--- src/logic/soft_reset_pkg.sv ---
// Package: register map, field positions and bus carriers for the soft reset block.
// Assumes a 32-bit classic Wishbone slave on one clock.
`default_nettype none
package soft_reset_pkg;

    // ----------------------------------------
    // Register offsets (byte addresses)
    // ----------------------------------------
    localparam logic [11:0] WATCHDOG_SOFT_RESET_OFFSET = 12'h040;
    localparam logic [11:0] SERIAL_TIMER_COMPARATOR_SOFT_RESET_OFFSET = 12'h044;
    localparam logic [11:0] PORT_SOFT_RESET_OFFSET = 12'h048;
    localparam logic [11:0] CAPABILITY_MASK_FIRST_OFFSET = 12'h050;
    localparam logic [11:0] CAPABILITY_MASK_SECOND_OFFSET = 12'h054;
    localparam logic [11:0] CAPABILITY_MASK_FOURTH_OFFSET = 12'h058;

    // ----------------------------------------
    // Values after reset
    // ----------------------------------------
    localparam logic [31:0] SOFT_RESET_RESET_VALUE = 32'h0000_0000;
    localparam logic [31:0] CAPABILITY_RESET_VALUE = 32'hFFFF_FFFF;

    // ----------------------------------------
    // Implemented (writable) bits per register
    // ----------------------------------------
    localparam logic [31:0] WATCHDOG_FIELD_MASK = 32'h0000_0008;
    localparam logic [31:0] SERIAL_FIELD_MASK = 32'h0707_1013;
    localparam logic [31:0] PORT_FIELD_MASK = 32'h0000_001F;

    // ----------------------------------------
    // Field positions
    // ----------------------------------------
    localparam int WATCHDOG_RESET_BIT_POS = 3;
    localparam int COMPARATOR_ZERO_POS = 24;
    localparam int GP_COUNTER_ZERO_POS = 16;
    localparam int TWO_WIRE_ZERO_POS = 12;
    localparam int SYNC_SERIAL_ZERO_POS = 4;
    localparam int ASYNC_SERIAL_ZERO_POS = 0;
    localparam int ASYNC_SERIAL_ONE_POS = 1;
    localparam int PORT_A_POS = 0;
    localparam int UNIT_GROUP = 3;
    localparam int PORT_COUNT = 5;
    localparam int SYNC_STAGES = 3;

    // ----------------------------------------
    // Carriers
    // ----------------------------------------
    typedef struct packed {
        logic cyc;
        logic stb;
        logic we;
        logic [3:0] sel;
        logic [11:0] adr;
        logic [31:0] dat;
    } wb_req_t;

    typedef struct packed {
        logic watchdog_reset_bit;
        logic [2:0] comparator_reset;
        logic [2:0] gp_counter_reset;
        logic two_wire_unit_zero_reset;
        logic sync_serial_zero_reset;
        logic async_serial_zero_reset;
        logic async_serial_one_reset;
        logic [4:0] port_reset;
    } unit_resets_t;

endpackage : soft_reset_pkg
`default_nettype wire

--- src/logic/masked_word_reg.sv ---
// Holds one 32-bit word written by byte lanes, masked by a per-bit write enable.
// Assumes the caller qualifies the write strobe with the bus handshake.
`timescale 1ns/1ps
`default_nettype none
module masked_word_reg
#(
    parameter logic [31:0] RESET_VALUE = 32'h0000_0000
)
(
    input wire logic clk,
    input wire logic nrst,
    input wire logic ce,
    input wire logic write,
    input wire logic [3:0] sel,
    input wire logic [31:0] wdata,
    input wire logic [31:0] bit_enable,
    output logic [31:0] value
);

    logic [31:0] lane_mask;

    // ----------------------------------------
    // Byte lane expansion
    // ----------------------------------------
    genvar i;
    generate
        for (i = 0; i < 4; i++)
        begin : g_lane
            assign lane_mask[8*i +: 8] = {8{sel[i]}};
        end
    endgenerate

    // ----------------------------------------
    // Storage
    // ----------------------------------------
    always_ff @(posedge clk or negedge nrst)
    begin
        if (!nrst)
            value <= RESET_VALUE;
        else if (ce && write)
            value <= (value & ~(lane_mask & bit_enable)) | (wdata & lane_mask & bit_enable);
    end

endmodule : masked_word_reg
`default_nettype wire

--- src/logic/level_sync.sv ---
// Three-stage synchroniser; output changes once stages two and three agree.
// Assumes the input is asynchronous to clk.
`timescale 1ns/1ps
`default_nettype none
module level_sync
#(
    parameter int STAGES = 3
)
(
    input wire logic clk,
    input wire logic nrst,
    input wire logic ce,
    input wire logic async_in,
    output logic sync_out
);

    logic [STAGES-1:0] chain;

    generate
        if (STAGES != 3)
        begin : g_bad_stages
            $error("level_sync supports exactly three stages");
        end
    endgenerate

    always_ff @(posedge clk or negedge nrst)
    begin
        if (!nrst)
            chain <= '0;
        else if (ce)
            chain <= {chain[STAGES-2:0], async_in};
    end

    always_ff @(posedge clk or negedge nrst)
    begin
        if (!nrst)
            sync_out <= 1'b0;
        else if (ce && (chain[1] == chain[2]))
            sync_out <= chain[2];
    end

endmodule : level_sync
`default_nettype wire

--- src/logic/peripheral_soft_reset_control.sv ---
// Software reset control for on-chip peripherals, reached over classic Wishbone.
// Assumes one clock, clk at 10 MHz, and an asynchronous active-low nrst.
//
// Implementation choice: the Wishbone slave port.
`timescale 1ns/1ps
`default_nettype none
module peripheral_soft_reset_control
(
    input wire logic clk,
    input wire logic nrst,
    input wire logic ce,
    input wire logic wb_cyc_i,
    input wire logic wb_stb_i,
    input wire logic wb_we_i,
    input wire logic [3:0] wb_sel_i,
    input wire logic [11:0] wb_adr_i,
    input wire logic [31:0] wb_dat_i,
    output logic [31:0] wb_dat_o,
    output logic wb_ack_o,
    output logic wb_err_o,
    input wire logic test_hold_all,
    output logic watchdog_reset_bit,
    output logic comparator_zero_reset,
    output logic comparator_one_reset,
    output logic comparator_two_reset,
    output logic gp_counter_zero_reset,
    output logic gp_counter_one_reset,
    output logic gp_counter_two_reset,
    output logic two_wire_unit_zero_reset,
    output logic sync_serial_zero_reset,
    output logic async_serial_zero_reset,
    output logic async_serial_one_reset,
    output logic port_a_reset,
    output logic port_b_reset,
    output logic port_c_reset,
    output logic port_d_reset,
    output logic port_e_reset
);

    // ----------------------------------------
    // Bus request and decode
    // ----------------------------------------
    soft_reset_pkg::wb_req_t req;
    soft_reset_pkg::unit_resets_t next_resets;
    logic access;
    logic mapped;
    logic write_now;
    logic [31:0] next_rdata;
    logic [31:0] watchdog_soft_reset;
    logic [31:0] serial_timer_comparator_soft_reset;
    logic [31:0] port_soft_reset;
    logic [31:0] capability_mask_first;
    logic [31:0] capability_mask_second;
    logic [31:0] capability_mask_fourth;
    logic hold_all;

    assign req = '{cyc: wb_cyc_i, stb: wb_stb_i, we: wb_we_i, sel: wb_sel_i, adr: wb_adr_i, dat: wb_dat_i};

    function automatic logic hit(input logic [11:0] adr, input logic [11:0] offset);
        hit = (adr[11:2] == offset[11:2]);
    endfunction : hit

    assign access = req.cyc && req.stb && !wb_ack_o && !wb_err_o;
    assign mapped = hit(req.adr, soft_reset_pkg::WATCHDOG_SOFT_RESET_OFFSET)
        || hit(req.adr, soft_reset_pkg::SERIAL_TIMER_COMPARATOR_SOFT_RESET_OFFSET)
        || hit(req.adr, soft_reset_pkg::PORT_SOFT_RESET_OFFSET)
        || hit(req.adr, soft_reset_pkg::CAPABILITY_MASK_FIRST_OFFSET)
        || hit(req.adr, soft_reset_pkg::CAPABILITY_MASK_SECOND_OFFSET)
        || hit(req.adr, soft_reset_pkg::CAPABILITY_MASK_FOURTH_OFFSET);
    assign write_now = access && req.we;

    // ----------------------------------------
    // Capability masks
    // ----------------------------------------
    masked_word_reg #(.RESET_VALUE(soft_reset_pkg::CAPABILITY_RESET_VALUE)) u_cap_first
    (
        .clk(clk),
        .nrst(nrst),
        .ce(ce),
        .write(write_now && hit(req.adr, soft_reset_pkg::CAPABILITY_MASK_FIRST_OFFSET)),
        .sel(req.sel),
        .wdata(req.dat),
        .bit_enable(32'hFFFF_FFFF),
        .value(capability_mask_first)
    );

    masked_word_reg #(.RESET_VALUE(soft_reset_pkg::CAPABILITY_RESET_VALUE)) u_cap_second
    (
        .clk(clk),
        .nrst(nrst),
        .ce(ce),
        .write(write_now && hit(req.adr, soft_reset_pkg::CAPABILITY_MASK_SECOND_OFFSET)),
        .sel(req.sel),
        .wdata(req.dat),
        .bit_enable(32'hFFFF_FFFF),
        .value(capability_mask_second)
    );

    masked_word_reg #(.RESET_VALUE(soft_reset_pkg::CAPABILITY_RESET_VALUE)) u_cap_fourth
    (
        .clk(clk),
        .nrst(nrst),
        .ce(ce),
        .write(write_now && hit(req.adr, soft_reset_pkg::CAPABILITY_MASK_FOURTH_OFFSET)),
        .sel(req.sel),
        .wdata(req.dat),
        .bit_enable(32'hFFFF_FFFF),
        .value(capability_mask_fourth)
    );

    // ----------------------------------------
    // Reset-control registers
    // ----------------------------------------
    masked_word_reg #(.RESET_VALUE(soft_reset_pkg::SOFT_RESET_RESET_VALUE)) u_watchdog
    (
        .clk(clk),
        .nrst(nrst),
        .ce(ce),
        .write(write_now && hit(req.adr, soft_reset_pkg::WATCHDOG_SOFT_RESET_OFFSET)),
        .sel(req.sel),
        .wdata(req.dat),
        .bit_enable(capability_mask_first & soft_reset_pkg::WATCHDOG_FIELD_MASK),
        .value(watchdog_soft_reset)
    );

    masked_word_reg #(.RESET_VALUE(soft_reset_pkg::SOFT_RESET_RESET_VALUE)) u_serial
    (
        .clk(clk),
        .nrst(nrst),
        .ce(ce),
        .write(write_now && hit(req.adr, soft_reset_pkg::SERIAL_TIMER_COMPARATOR_SOFT_RESET_OFFSET)),
        .sel(req.sel),
        .wdata(req.dat),
        .bit_enable(capability_mask_second & soft_reset_pkg::SERIAL_FIELD_MASK),
        .value(serial_timer_comparator_soft_reset)
    );

    masked_word_reg #(.RESET_VALUE(soft_reset_pkg::SOFT_RESET_RESET_VALUE)) u_port
    (
        .clk(clk),
        .nrst(nrst),
        .ce(ce),
        .write(write_now && hit(req.adr, soft_reset_pkg::PORT_SOFT_RESET_OFFSET)),
        .sel(req.sel),
        .wdata(req.dat),
        .bit_enable(capability_mask_fourth & soft_reset_pkg::PORT_FIELD_MASK),
        .value(port_soft_reset)
    );

    // ----------------------------------------
    // Test hold pin
    // ----------------------------------------
    level_sync #(.STAGES(soft_reset_pkg::SYNC_STAGES)) u_hold_sync
    (
        .clk(clk),
        .nrst(nrst),
        .ce(ce),
        .async_in(test_hold_all),
        .sync_out(hold_all)
    );

    // ----------------------------------------
    // Read mux
    // ----------------------------------------
    always_comb
    begin
        next_rdata = 32'h0000_0000;
        if (hit(req.adr, soft_reset_pkg::WATCHDOG_SOFT_RESET_OFFSET))
            next_rdata = watchdog_soft_reset;
        else if (hit(req.adr, soft_reset_pkg::SERIAL_TIMER_COMPARATOR_SOFT_RESET_OFFSET))
            next_rdata = serial_timer_comparator_soft_reset;
        else if (hit(req.adr, soft_reset_pkg::PORT_SOFT_RESET_OFFSET))
            next_rdata = port_soft_reset;
        else if (hit(req.adr, soft_reset_pkg::CAPABILITY_MASK_FIRST_OFFSET))
            next_rdata = capability_mask_first;
        else if (hit(req.adr, soft_reset_pkg::CAPABILITY_MASK_SECOND_OFFSET))
            next_rdata = capability_mask_second;
        else if (hit(req.adr, soft_reset_pkg::CAPABILITY_MASK_FOURTH_OFFSET))
            next_rdata = capability_mask_fourth;
    end

    // ----------------------------------------
    // Bus answer
    // ----------------------------------------
    always_ff @(posedge clk or negedge nrst)
    begin
        if (!nrst)
        begin
            wb_ack_o <= 1'b0;
            wb_err_o <= 1'b0;
            wb_dat_o <= 32'h0000_0000;
        end
        else if (ce)
        begin
            wb_ack_o <= access && mapped;
            wb_err_o <= access && !mapped;
            wb_dat_o <= (access && !req.we) ? next_rdata : 32'h0000_0000;
        end
    end

    // ----------------------------------------
    // Peripheral reset outputs
    // ----------------------------------------
    always_comb
    begin
        next_resets.watchdog_reset_bit = watchdog_soft_reset[soft_reset_pkg::WATCHDOG_RESET_BIT_POS];
        next_resets.comparator_reset =
            serial_timer_comparator_soft_reset[soft_reset_pkg::COMPARATOR_ZERO_POS +: soft_reset_pkg::UNIT_GROUP];
        next_resets.gp_counter_reset =
            serial_timer_comparator_soft_reset[soft_reset_pkg::GP_COUNTER_ZERO_POS +: soft_reset_pkg::UNIT_GROUP];
        next_resets.two_wire_unit_zero_reset =
            serial_timer_comparator_soft_reset[soft_reset_pkg::TWO_WIRE_ZERO_POS];
        next_resets.sync_serial_zero_reset =
            serial_timer_comparator_soft_reset[soft_reset_pkg::SYNC_SERIAL_ZERO_POS];
        next_resets.async_serial_zero_reset =
            serial_timer_comparator_soft_reset[soft_reset_pkg::ASYNC_SERIAL_ZERO_POS];
        next_resets.async_serial_one_reset =
            serial_timer_comparator_soft_reset[soft_reset_pkg::ASYNC_SERIAL_ONE_POS];
        next_resets.port_reset = port_soft_reset[soft_reset_pkg::PORT_A_POS +: soft_reset_pkg::PORT_COUNT];
        if (hold_all)
            next_resets = '1;
    end

    always_ff @(posedge clk or negedge nrst)
    begin
        if (!nrst)
        begin
            watchdog_reset_bit <= 1'b0;
            {comparator_two_reset, comparator_one_reset, comparator_zero_reset} <= 3'h0;
            {gp_counter_two_reset, gp_counter_one_reset, gp_counter_zero_reset} <= 3'h0;
            two_wire_unit_zero_reset <= 1'b0;
            sync_serial_zero_reset <= 1'b0;
            async_serial_zero_reset <= 1'b0;
            async_serial_one_reset <= 1'b0;
            {port_e_reset, port_d_reset, port_c_reset, port_b_reset, port_a_reset} <= 5'h00;
        end
        else if (ce)
        begin
            watchdog_reset_bit <= next_resets.watchdog_reset_bit;
            {comparator_two_reset, comparator_one_reset, comparator_zero_reset} <= next_resets.comparator_reset;
            {gp_counter_two_reset, gp_counter_one_reset, gp_counter_zero_reset} <= next_resets.gp_counter_reset;
            two_wire_unit_zero_reset <= next_resets.two_wire_unit_zero_reset;
            sync_serial_zero_reset <= next_resets.sync_serial_zero_reset;
            async_serial_zero_reset <= next_resets.async_serial_zero_reset;
            async_serial_one_reset <= next_resets.async_serial_one_reset;
            {port_e_reset, port_d_reset, port_c_reset, port_b_reset, port_a_reset} <= next_resets.port_reset;
        end
    end

endmodule : peripheral_soft_reset_control
`default_nettype wire

--- config.mk ---
export PLATFORM = sky130hd
export DESIGN_NAME = peripheral_soft_reset_control
export DESIGN_NICKNAME = d
export VERILOG_FILES = /design/src/logic/soft_reset_pkg.sv /design/src/logic/masked_word_reg.sv /design/src/logic/level_sync.sv /design/src/logic/peripheral_soft_reset_control.sv
export SDC_FILE = /design/constraint.sdc
export NUM_CORES = 1
export LEC_CHECK = 0
export BUFFER_PORTS_ARGS = -buffer_cell sky130_fd_sc_hd__buf_2
export CORE_MARGIN = 1
export CORE_UTILIZATION = 40
export DETAILED_ROUTE_END_ITERATION = 7
export GPL_TIMING_DRIVEN = 0
export PLACE_DENSITY_LB_ADDON = 0.08
export SLEW_MARGIN = 20
export SYNTH_ARGS = -nofsm -noshare
export SYNTH_HDL_FRONTEND = slang
export SYNTH_SLANG_ARGS = --single-unit
--- constraint.sdc ---
create_clock -name clk -period 1.9 [get_ports clk]
set_input_delay 0.285 -clock clk [delete_from_list [all_inputs] [get_ports clk]]
set_output_delay 0.285 -clock clk [all_outputs]
set_load 0.05 [all_outputs]
[After elaboration in Yosys (flattened, before gate mapping)]
Index checks and enable logic that the tools add are counted.
Word-level totals
  register bits: 246
  input port bits: 55
Operators by class
  mux-type cells: 8
  bitwise operators: 23
  reductions and logical operators: 29
  eq/ne operators: 7
Operator list (number)
  $and 32x32->32: 7
  $mux 32: 7
  $or 32x32->32: 6
  $not 32->32: 4
  $and 32x27->32: 2
  $and 32x4->32: 2
  $and 32x5->32: 2
  $eq 10x5->1 const B: 6
  $logic_and 1x1->1: 20
  $mux 16: 1
  $logic_or 1x1->1: 5
  $logic_not 1->1: 4
  $eq 1x1->1: 1

[Longest topological paths before layout]
Gate-level depths: netlist of the first run.
  depth in word-level cells: 8
  gate-level depth with buffers: 7

[Cells and area by module]
From an unflattened synthesis of the first run, not the netlist that was laid out.
Unflattened totals
  cells, all modules: 1157
  area, all modules: 12753.5 um^2
Modules (own cells, without submodules)
  masked_word_reg at u_cap_first ...: instances 3, area each 1487.7 um^2, cells an instance 106
  masked_word_reg at u_port ...: instances 3, area each 1447.6 um^2, cells an instance 106
  peripheral_soft_reset_control: instances 1, area each 3792.4 um^2, cells an instance 509
  level_sync: instances 1, area each 155.1 um^2, cells an instance 12

[Worst setup path after synthesis of the first run]
Ideal clock, no wire load.
  kind: reg-to-reg
  start: register wb_ack_o
  end: register with a tool-made name
  path slack: -151 ps
  cell stages (with the launch flop): 7
  arrival: 1966 ps
  data required time: 1815 ps
  path buffers: 2
  setup time: 85 ps
  cell sequence: dfrtp_1 -> nand4b_2 -> nor3b_1 -> buf_4 -> buf_6 -> nand4_4 -> mux2_1
RTL lines
  start: declaration: line peripheral_soft_reset_control.sv:19  | output logic wb_ack_o,
  start signal: assignment: line peripheral_soft_reset_control.sv:195  | wb_ack_o <= access && mapped;

==> results of run 1 <==
-- kinds of logic after synthesis --
group                  count (synthesis)
multiplexers                         117
AO/OA/AOI/OAI                        111
flip-flops                           166
buffers and inverters                 45
AND/OR/NAND/NOR                      189
-- cells in the mapped netlist (2+ instances only) --
master    count  share of area [%]
a21o_1        3               0.29
a21oi_1      30                2.0
a221o_1       7               0.92
a221oi_1      3               0.34
and2_1        5               0.41
and3_1       13                1.1
buf_1         3               0.15
buf_2         7               0.46
buf_4         2               0.20
clkbuf_1     22                1.1
dfrtp_1      70                 23
dfstp_2      96                 33
inv_1         8               0.39
mux2_1        3               0.44
mux2_2      112                 17
mux2i_1       2               0.26
nand2_1      30                1.5
nand3_1      15               0.98
nand4_1       6               0.49
nand4_2       5               0.82
nand4_4       6                1.7
nor2_1       60                2.9
nor2b_1      34                2.8
nor4_2        2               0.33
o21ai_0      16                1.0
o22ai_1      27                2.2
o31ai_1      20                2.0
-- metal layers --
metal / track usage (%) / wire [um] / vias to the layer above
li1: - / - / 2546
met1: 29.1 / 9070 / 2746
met2: 34.2 / 9260 / 148
met3: 3.56 / 942 / 26
met4: 7.29 / 333 / 0
met5: 0 / 0 / -
-- where the power goes --
group | internal [mW] | switching [mW] | total (mW)
combinational | 0.280 | 0.885 | 1.17
clock | 2.13 | 1.36 | 3.49
sequential | 3.68 | 0.0677 | 3.75
total | 6.09 | 2.31 | 8.40
-- critical path: cells and delay by family (launching register included) --
| kind | cells | cell delay [ns] |
|---|---|---|
| buffers and inverters | 2 | 0.30 |
| DFF | 1 | 0.42 |
| muxes | 1 | 0.37 |
| and+or+nand+nor | 3 | 0.69 |
-- through the flow --
stage          instances  util (%)
6_report            1011      49.9
5_1_grt             1011      49.9
4_1_cts             1005      49.2
3_5_place_dp         965      45.4
3_3_place_gp         964      45.2
2_1_floorplan        628         -
-- final cells by class --
type	count	area, um2
fill	1718	9370
sequential	166	4280
multi-input combinational	417	3270
timing repair buffer	117	672
clock buffer	23	468
tap	234	293
buffer	36	199
clock inverter	9	125
inverter	9	33.8
-- what timing repair did --
| item | 4_1_cts | 5_1_grt |
|---|---|---|
| gates cloned | 1 | 0 |
| hold buffers | 1 | 0 |
| hold endpoints to repair | 41 | 0 |
| pin swaps | 3 | 3 |
| setup endpoints to repair | 110 | 108 |
| resized for setup | 12 | 21 |
| buffers inserted | 6 | 6 |
-- final timing paths --
check / slack, ns / to
worst min register to register: 0.48 / wb_dat_o[20]$_DFFE_PN0P_
worst max-delay path: 0.04 / register
worst max register to register: 0.04 / register
worst min-delay path: 0.10 / u_hold_sync.chain[0]$_DFFE_PN0P_
max in group asynchronous: 0.60 / async pin
min in group asynchronous: 0.39 / port_a_reset$_DFFE_PN0P_
==> summary.txt, run 1 <==
Clock tree
  – Clk root buf: clkbuf_16
  – TritonCTS buffer count: 17
  – Clk Latency, worst-skew pair: ~0.42 ns
  – Clock buffer depth: 2
  – Total clock sinks: about 170
  – CTS tree: yes
  – H-tree levels: 4
  – Clock-pin slew on the worst setup and hold paths: approximately 0.060 ns

Timing
  – WHS: ~0.1 ns
  – Final setup viols: 0
  – F_max: between 500 and 600 MHz
  – Max-slew violations: 0
  – Final Hold Fails: 0
  – Tmin final: around 1.9 ns
  – Worst-Margin Slew: just under 0.7 ns
  – Max Clock Skew: approximately 0.0073 ns
  – RSZ-0062 raised after global routing: true
  – Max-slew headroom: 55.2%
  – Sum of negative setup slack: 0 ns
  – Tcrit/Tclk final: approximately 100%
  – Final worst slack: roughly 0.042 ns

Global route
  – Initial antenna violation count: 1
  – First-pass GRT wire length: roughly 32000 um
  – GRT Total Usage: between 20% and 30%
  – GRT Residual Overflow: 0
  – Largest net degree at the start of global routing: between 100 and 150
  – Number of global-route vias before repair: ~5.7k

Synth
  – Synth cell types: 48
  – Post-synthesis compound-gate area fraction: a little under a tenth
  – Mean Syn Cell Area: ~12 um2
  – Adder-Cell Fraction of Synth Area: 0%
  – Sequential-to-total area share from yosys stat: a little under three fifths
  – Largest family of logic cells by synthesized area: multiplexers
  – Cells after Synth: between 600 and 700
  – Mux share of post-synthesis cell area: 17.2%
  – Post-Synthesis Cell Area: 7640 um2
  – Synth Area in Simple Gates: between 10% and 20%
  – Post-synth ARST share: 100%
  – Seq cells post-synth: 166
  – Post-synth EDFFs: 0
  – Synth Net Count: roughly 680
  – YS warnings: 0
  – Primary FF master, synth: dfstp_2
  – XOR/XNOR Fraction of Synth Area: 0%

Final layout
  – Syn-to-layout area delta: 22.2%
  – N_diodes: 0
  – Net count reported at finish: a little over 800
  – Most frequent cells in the layout: 111 x mux2_2, 104 x buf_2, 96 x dfstp_2
  – Post-route cell area: ~9300 um2
  – Share of cells above drive strength 1: roughly half
  – Most common cell after layout, fill and taps aside: mux2_2

Place
  – PortBufs: 102
  – RePlAce Congestion: roughly 0.79
  – Dpl ws: -0.445 ns
  – Area after DPL: roughly 8500 um2
  – DP HPWL: between 10000 and 15000 um

Min path
  – WHS Path Cells: 2
  – HP Start: test_hold_all
  – Hold/Removal Path Class: input port to register

Setup path
  – Slowest CP cell: dfrtp_2
  – CP startpoint kind: register
  – Crit-path max cell delay: about 0.42 ns
  – Critical path arrival: roughly 2.2 ns
  – CP cell instances: nand4b_4, nor3b_4, buf_6, buf_12, nand4_4, mux2_4
  – Worst path required time: around 2.3 ns
  – Worst Reg-to-Reg Cells: 6
  – Setup crit end kind: register
  – Worst Path Max Fanout: 8
  – Reg-to-reg startpoint: wb_ack_o$_DFFE_PN0P_
  – WS Path Type: register to register
  – Worst Setup SP: wb_ack_o$_DFFE_PN0P_

Outcome
  – Status: complete, no violations

Drt
  – Routed via count: ~5.5k
  – Wire per inst: just under 20 um
  – WL final: slightly below 20000 um
  – First-pass DRT Iterations: 5
  – DRC errors left: 0
  – Antenna-violating nets left: 0
  – Initial DRC count: ~330
  – Vias per cell: ~5.4

Power
  – Lkg Pwr: roughly 4.3 nW
  – Total power: 8.40 mW
  – Max VDD drop: 599 uV
  – Pwr/cell area: ~900 nW/um2

Floorplan
  – Starting density of the core: 40.9%
  – Row cnt: 50
  – Die height: approximately 140 um
  – Ports: roughly 110
  – Die area: just under 20000 um2
  – Die Span X: 140 um
  – Core Area: about 19000 um2

Flow run
  – Max cap viols: 0
No activity file was read; power rests on OpenSTA's default activity.
==> inputs of run 2 (changes only) <==
REMOVE_ABC_BUFFERS = 1   (was default)
==> summary.txt, run 2 (same netlist as run 1, synthesis figures left out) <==
Outcome
  – Status: complete, no violations

Floorplan
  – Starting density of the core: 40.9% (unchanged)
  – Die Span X: 140 um (unchanged)
  – Die height: 140 um (unchanged)
  – Row cnt: 50 (unchanged)
  – Die area: 19700 um2 (unchanged)
  – Ports: 105 (unchanged)
  – Core Area: 18700 um2 (unchanged)

Power
  – Pwr/cell area: 887 nW/um2 (-1.4%)
  – Combinational Power Share: 13.5% (-0.4 points)
  – Switching power: 2.33 mW (+0.88%)
  – Max VDD drop: 660 uV (+10%)
  – Sequential share of power: 46.0% (+1.4 points)
  – Clock power share: 40.5% (-1.0 points)
  – Total power: 8.25 mW (-1.8%)
  – Lkg Pwr: 4.27 nW (-0.14%)
  – Internal power component: 5.92 mW (-2.8%)
  – Switch share: 28.3% (+0.75 points)

Final layout
  – Net count reported at finish: 799 (-2.4%)
  – Share of cells above drive strength 1: 52.4% (+1.9 points)
  – N_diodes: 0 (unchanged)
  – Syn-to-layout area delta: 21.7%
  – Most frequent cells in the layout: 110 x mux2_2, 98 x buf_2, 96 x dfstp_2
  – Most common cell after layout, fill and taps aside: mux2_2

Setup path
  – Critical path arrival: 2.22 ns (about the same)
  – WS Path Type: register to register
  – Worst Path Max Fanout: 8 (unchanged)
  – Worst path required time: 2.25 ns (about the same)
  – CP startpoint kind: register
  – Setup crit end kind: register

Drt
  – DRC errors left: 0 (unchanged)
  – Initial DRC count: 316 (-4.5%)
  – WL final: 20000 um (+2.1%)
  – Vias per cell: 5.46 (+0.94%)
  – First-pass DRT Iterations: 5 (unchanged)
  – Wire per inst: 20.2 um (+4.1%)
  – Routed via count: 5408 (-1.1%)
  – Antenna-violating nets left: 0 (unchanged)

Timing
  – F_max: 536 MHz (-0.39%)
  – Max-slew headroom: 53.7% (-1.5 points)
  – Sum of negative setup slack: 0 ns (unchanged)
  – Tcrit/Tclk final: 98.2% (+0.39 points)
  – Final Hold Fails: 0 (unchanged)
  – Final setup viols: 0 (unchanged)
  – Worst-Margin Slew: 0.691 ns (+0.0189 ns)
  – Tmin final: 1.87 ns (+0.00734 ns)
  – Max-slew violations: 0 (unchanged)
  – RSZ-0062 raised after global routing: true
  – Max Clock Skew: 0.00593 ns (-0.00135 ns)

Place
  – PortBufs: 102 (unchanged)
  – DP HPWL: 12300 um (-9.4%)
  – RePlAce Congestion: 0.743 (-6.4%)

Clock tree
  – Clk root buf: clkbuf_16
  – H-tree levels: 4 (unchanged)
  – TritonCTS buffer count: 17 (unchanged)
  – Clock buffer depth: 2 (unchanged)
  – Total clock sinks: 166 (unchanged)
  – Clk Latency, worst-skew pair: 0.42 ns (about the same)
  – CTS tree: yes
  – Clock-pin slew on the worst setup and hold paths: 0.06 ns (about the same)

Flow run
  – Max cap viols: 0 (unchanged)

Global route
  – Initial antenna violation count: 0 (-1)
  – GRT Residual Overflow: 0 (unchanged)
  – First-pass GRT wire length: 31800 um (-0.11%)
  – Largest net degree at the start of global routing: 105 (+2.9%)
  – GRT Total Usage: 21.5% (+0.21 points)
  – Number of global-route vias before repair: 5795 (+2.0%)

Min path
  – Hold/Removal Path Class: input port to register
-- run 2: changes by cell type in the layout (fill, tap and decap cells not counted), moves of 3 or more --
| cell | delta |
|---|---|
| buf_2 | -6 |
| buf_4 | +6 |
| o31ai_1 | +5 |
| buf_1 | -3 |
| clkbuf_1 | -21 |
| o31ai_2 | -5 |
-- run 2: per-stage QoR --
stage          std cells  instance area (um2)  setup slack (ns)  hold WS (ns)  utilization [%]
2_1_floorplan        592                 7470             -2.67       -0.0106                -
3_3_place_gp         928                 8270             -4.77         0.463             44.2
4_1_cts              983                 9200           0.00590        0.0816             49.2
3_5_place_dp         933                 8370             -1.49         0.265             44.8
6_report             991                 9300            0.0349        0.0943             49.7
5_1_grt              991                 9300           -0.0559        0.0826             49.7
-- run 2: layout make-up --
| type | count | area (um2) |
|---|---|---|
| Multi-Input combinational cell | 417 | 3290 |
| Timing Repair Buffer | 131 | 828 |
| Fill cell | 1690 | 9410 |
| Inverter | 9 | 41.3 |
| Clock buffer | 22 | 454 |
| Timing Repair inverter | 2 | 10.0 |
| Tap cell | 234 | 293 |
| Sequential cell | 166 | 4270 |
| Clock inverter | 10 | 106 |
-- run 2: path summary, 6_finish.rpt --
path / startpoint / end / slack (ns) / cells past startpoint
setup / recovery: wb_ack_o$_DFFE_PN0P_ / register / 0.03 / 6
hold / removal: test_hold_all / u_hold_sync.chain[0]$_DFFE_PN0P_ / 0.09 / 2
setup reg to reg: wb_ack_o$_DFFE_PN0P_ / register / 0.03 / 6
hold reg to reg: wb_dat_o[31]$_DFFE_PN0P_ / wb_dat_o[31]$_DFFE_PN0P_ / 0.48 / 2
max in group asynchronous: nrst / async pin / 0.63 / 3
min in group asynchronous: nrst / comparator_one_reset$_DFFE_PN0P_ / 0.39 / 2
-- run 2: power groups by stage --
stage          registers, mW  clock network (mW)  logic (mW)
2_1_floorplan           4.24                   0       0.238
3_3_place_gp            3.84                   0        1.04
3_5_place_dp            3.85                   0        1.07
4_1_cts                 3.80                3.40        1.12
5_1_grt                 3.82                3.54        1.20
6_report                3.79                3.34        1.12
-- run 2: repair_timing --
action	in CTS	in global routing
pin swaps	3	9
gates cloned	2	0
endpoints found under the hold margin	39	0
setup buffers	15	8
setup endpoints to repair	144	89
hold buffers	1	0
resized for setup	23	5
-- run 2: critical path: stages, from the launching register on --
cell      delay, ns
dfrtp_1        0.39
nand4b_4       0.20
nor3b_4        0.31
buf_6          0.18
buf_8          0.14
nand4_4        0.22
mux2_4         0.37
-- run 2: routing by layer --
layer	up-vias	part of all wire [%]	track usage (%)
met4	0	1.7	7.98
met5	-	0	0
met2	138	49	36.3
met1	2734	45	27.2
li1	2510	-	-
met3	26	4.3	4.38
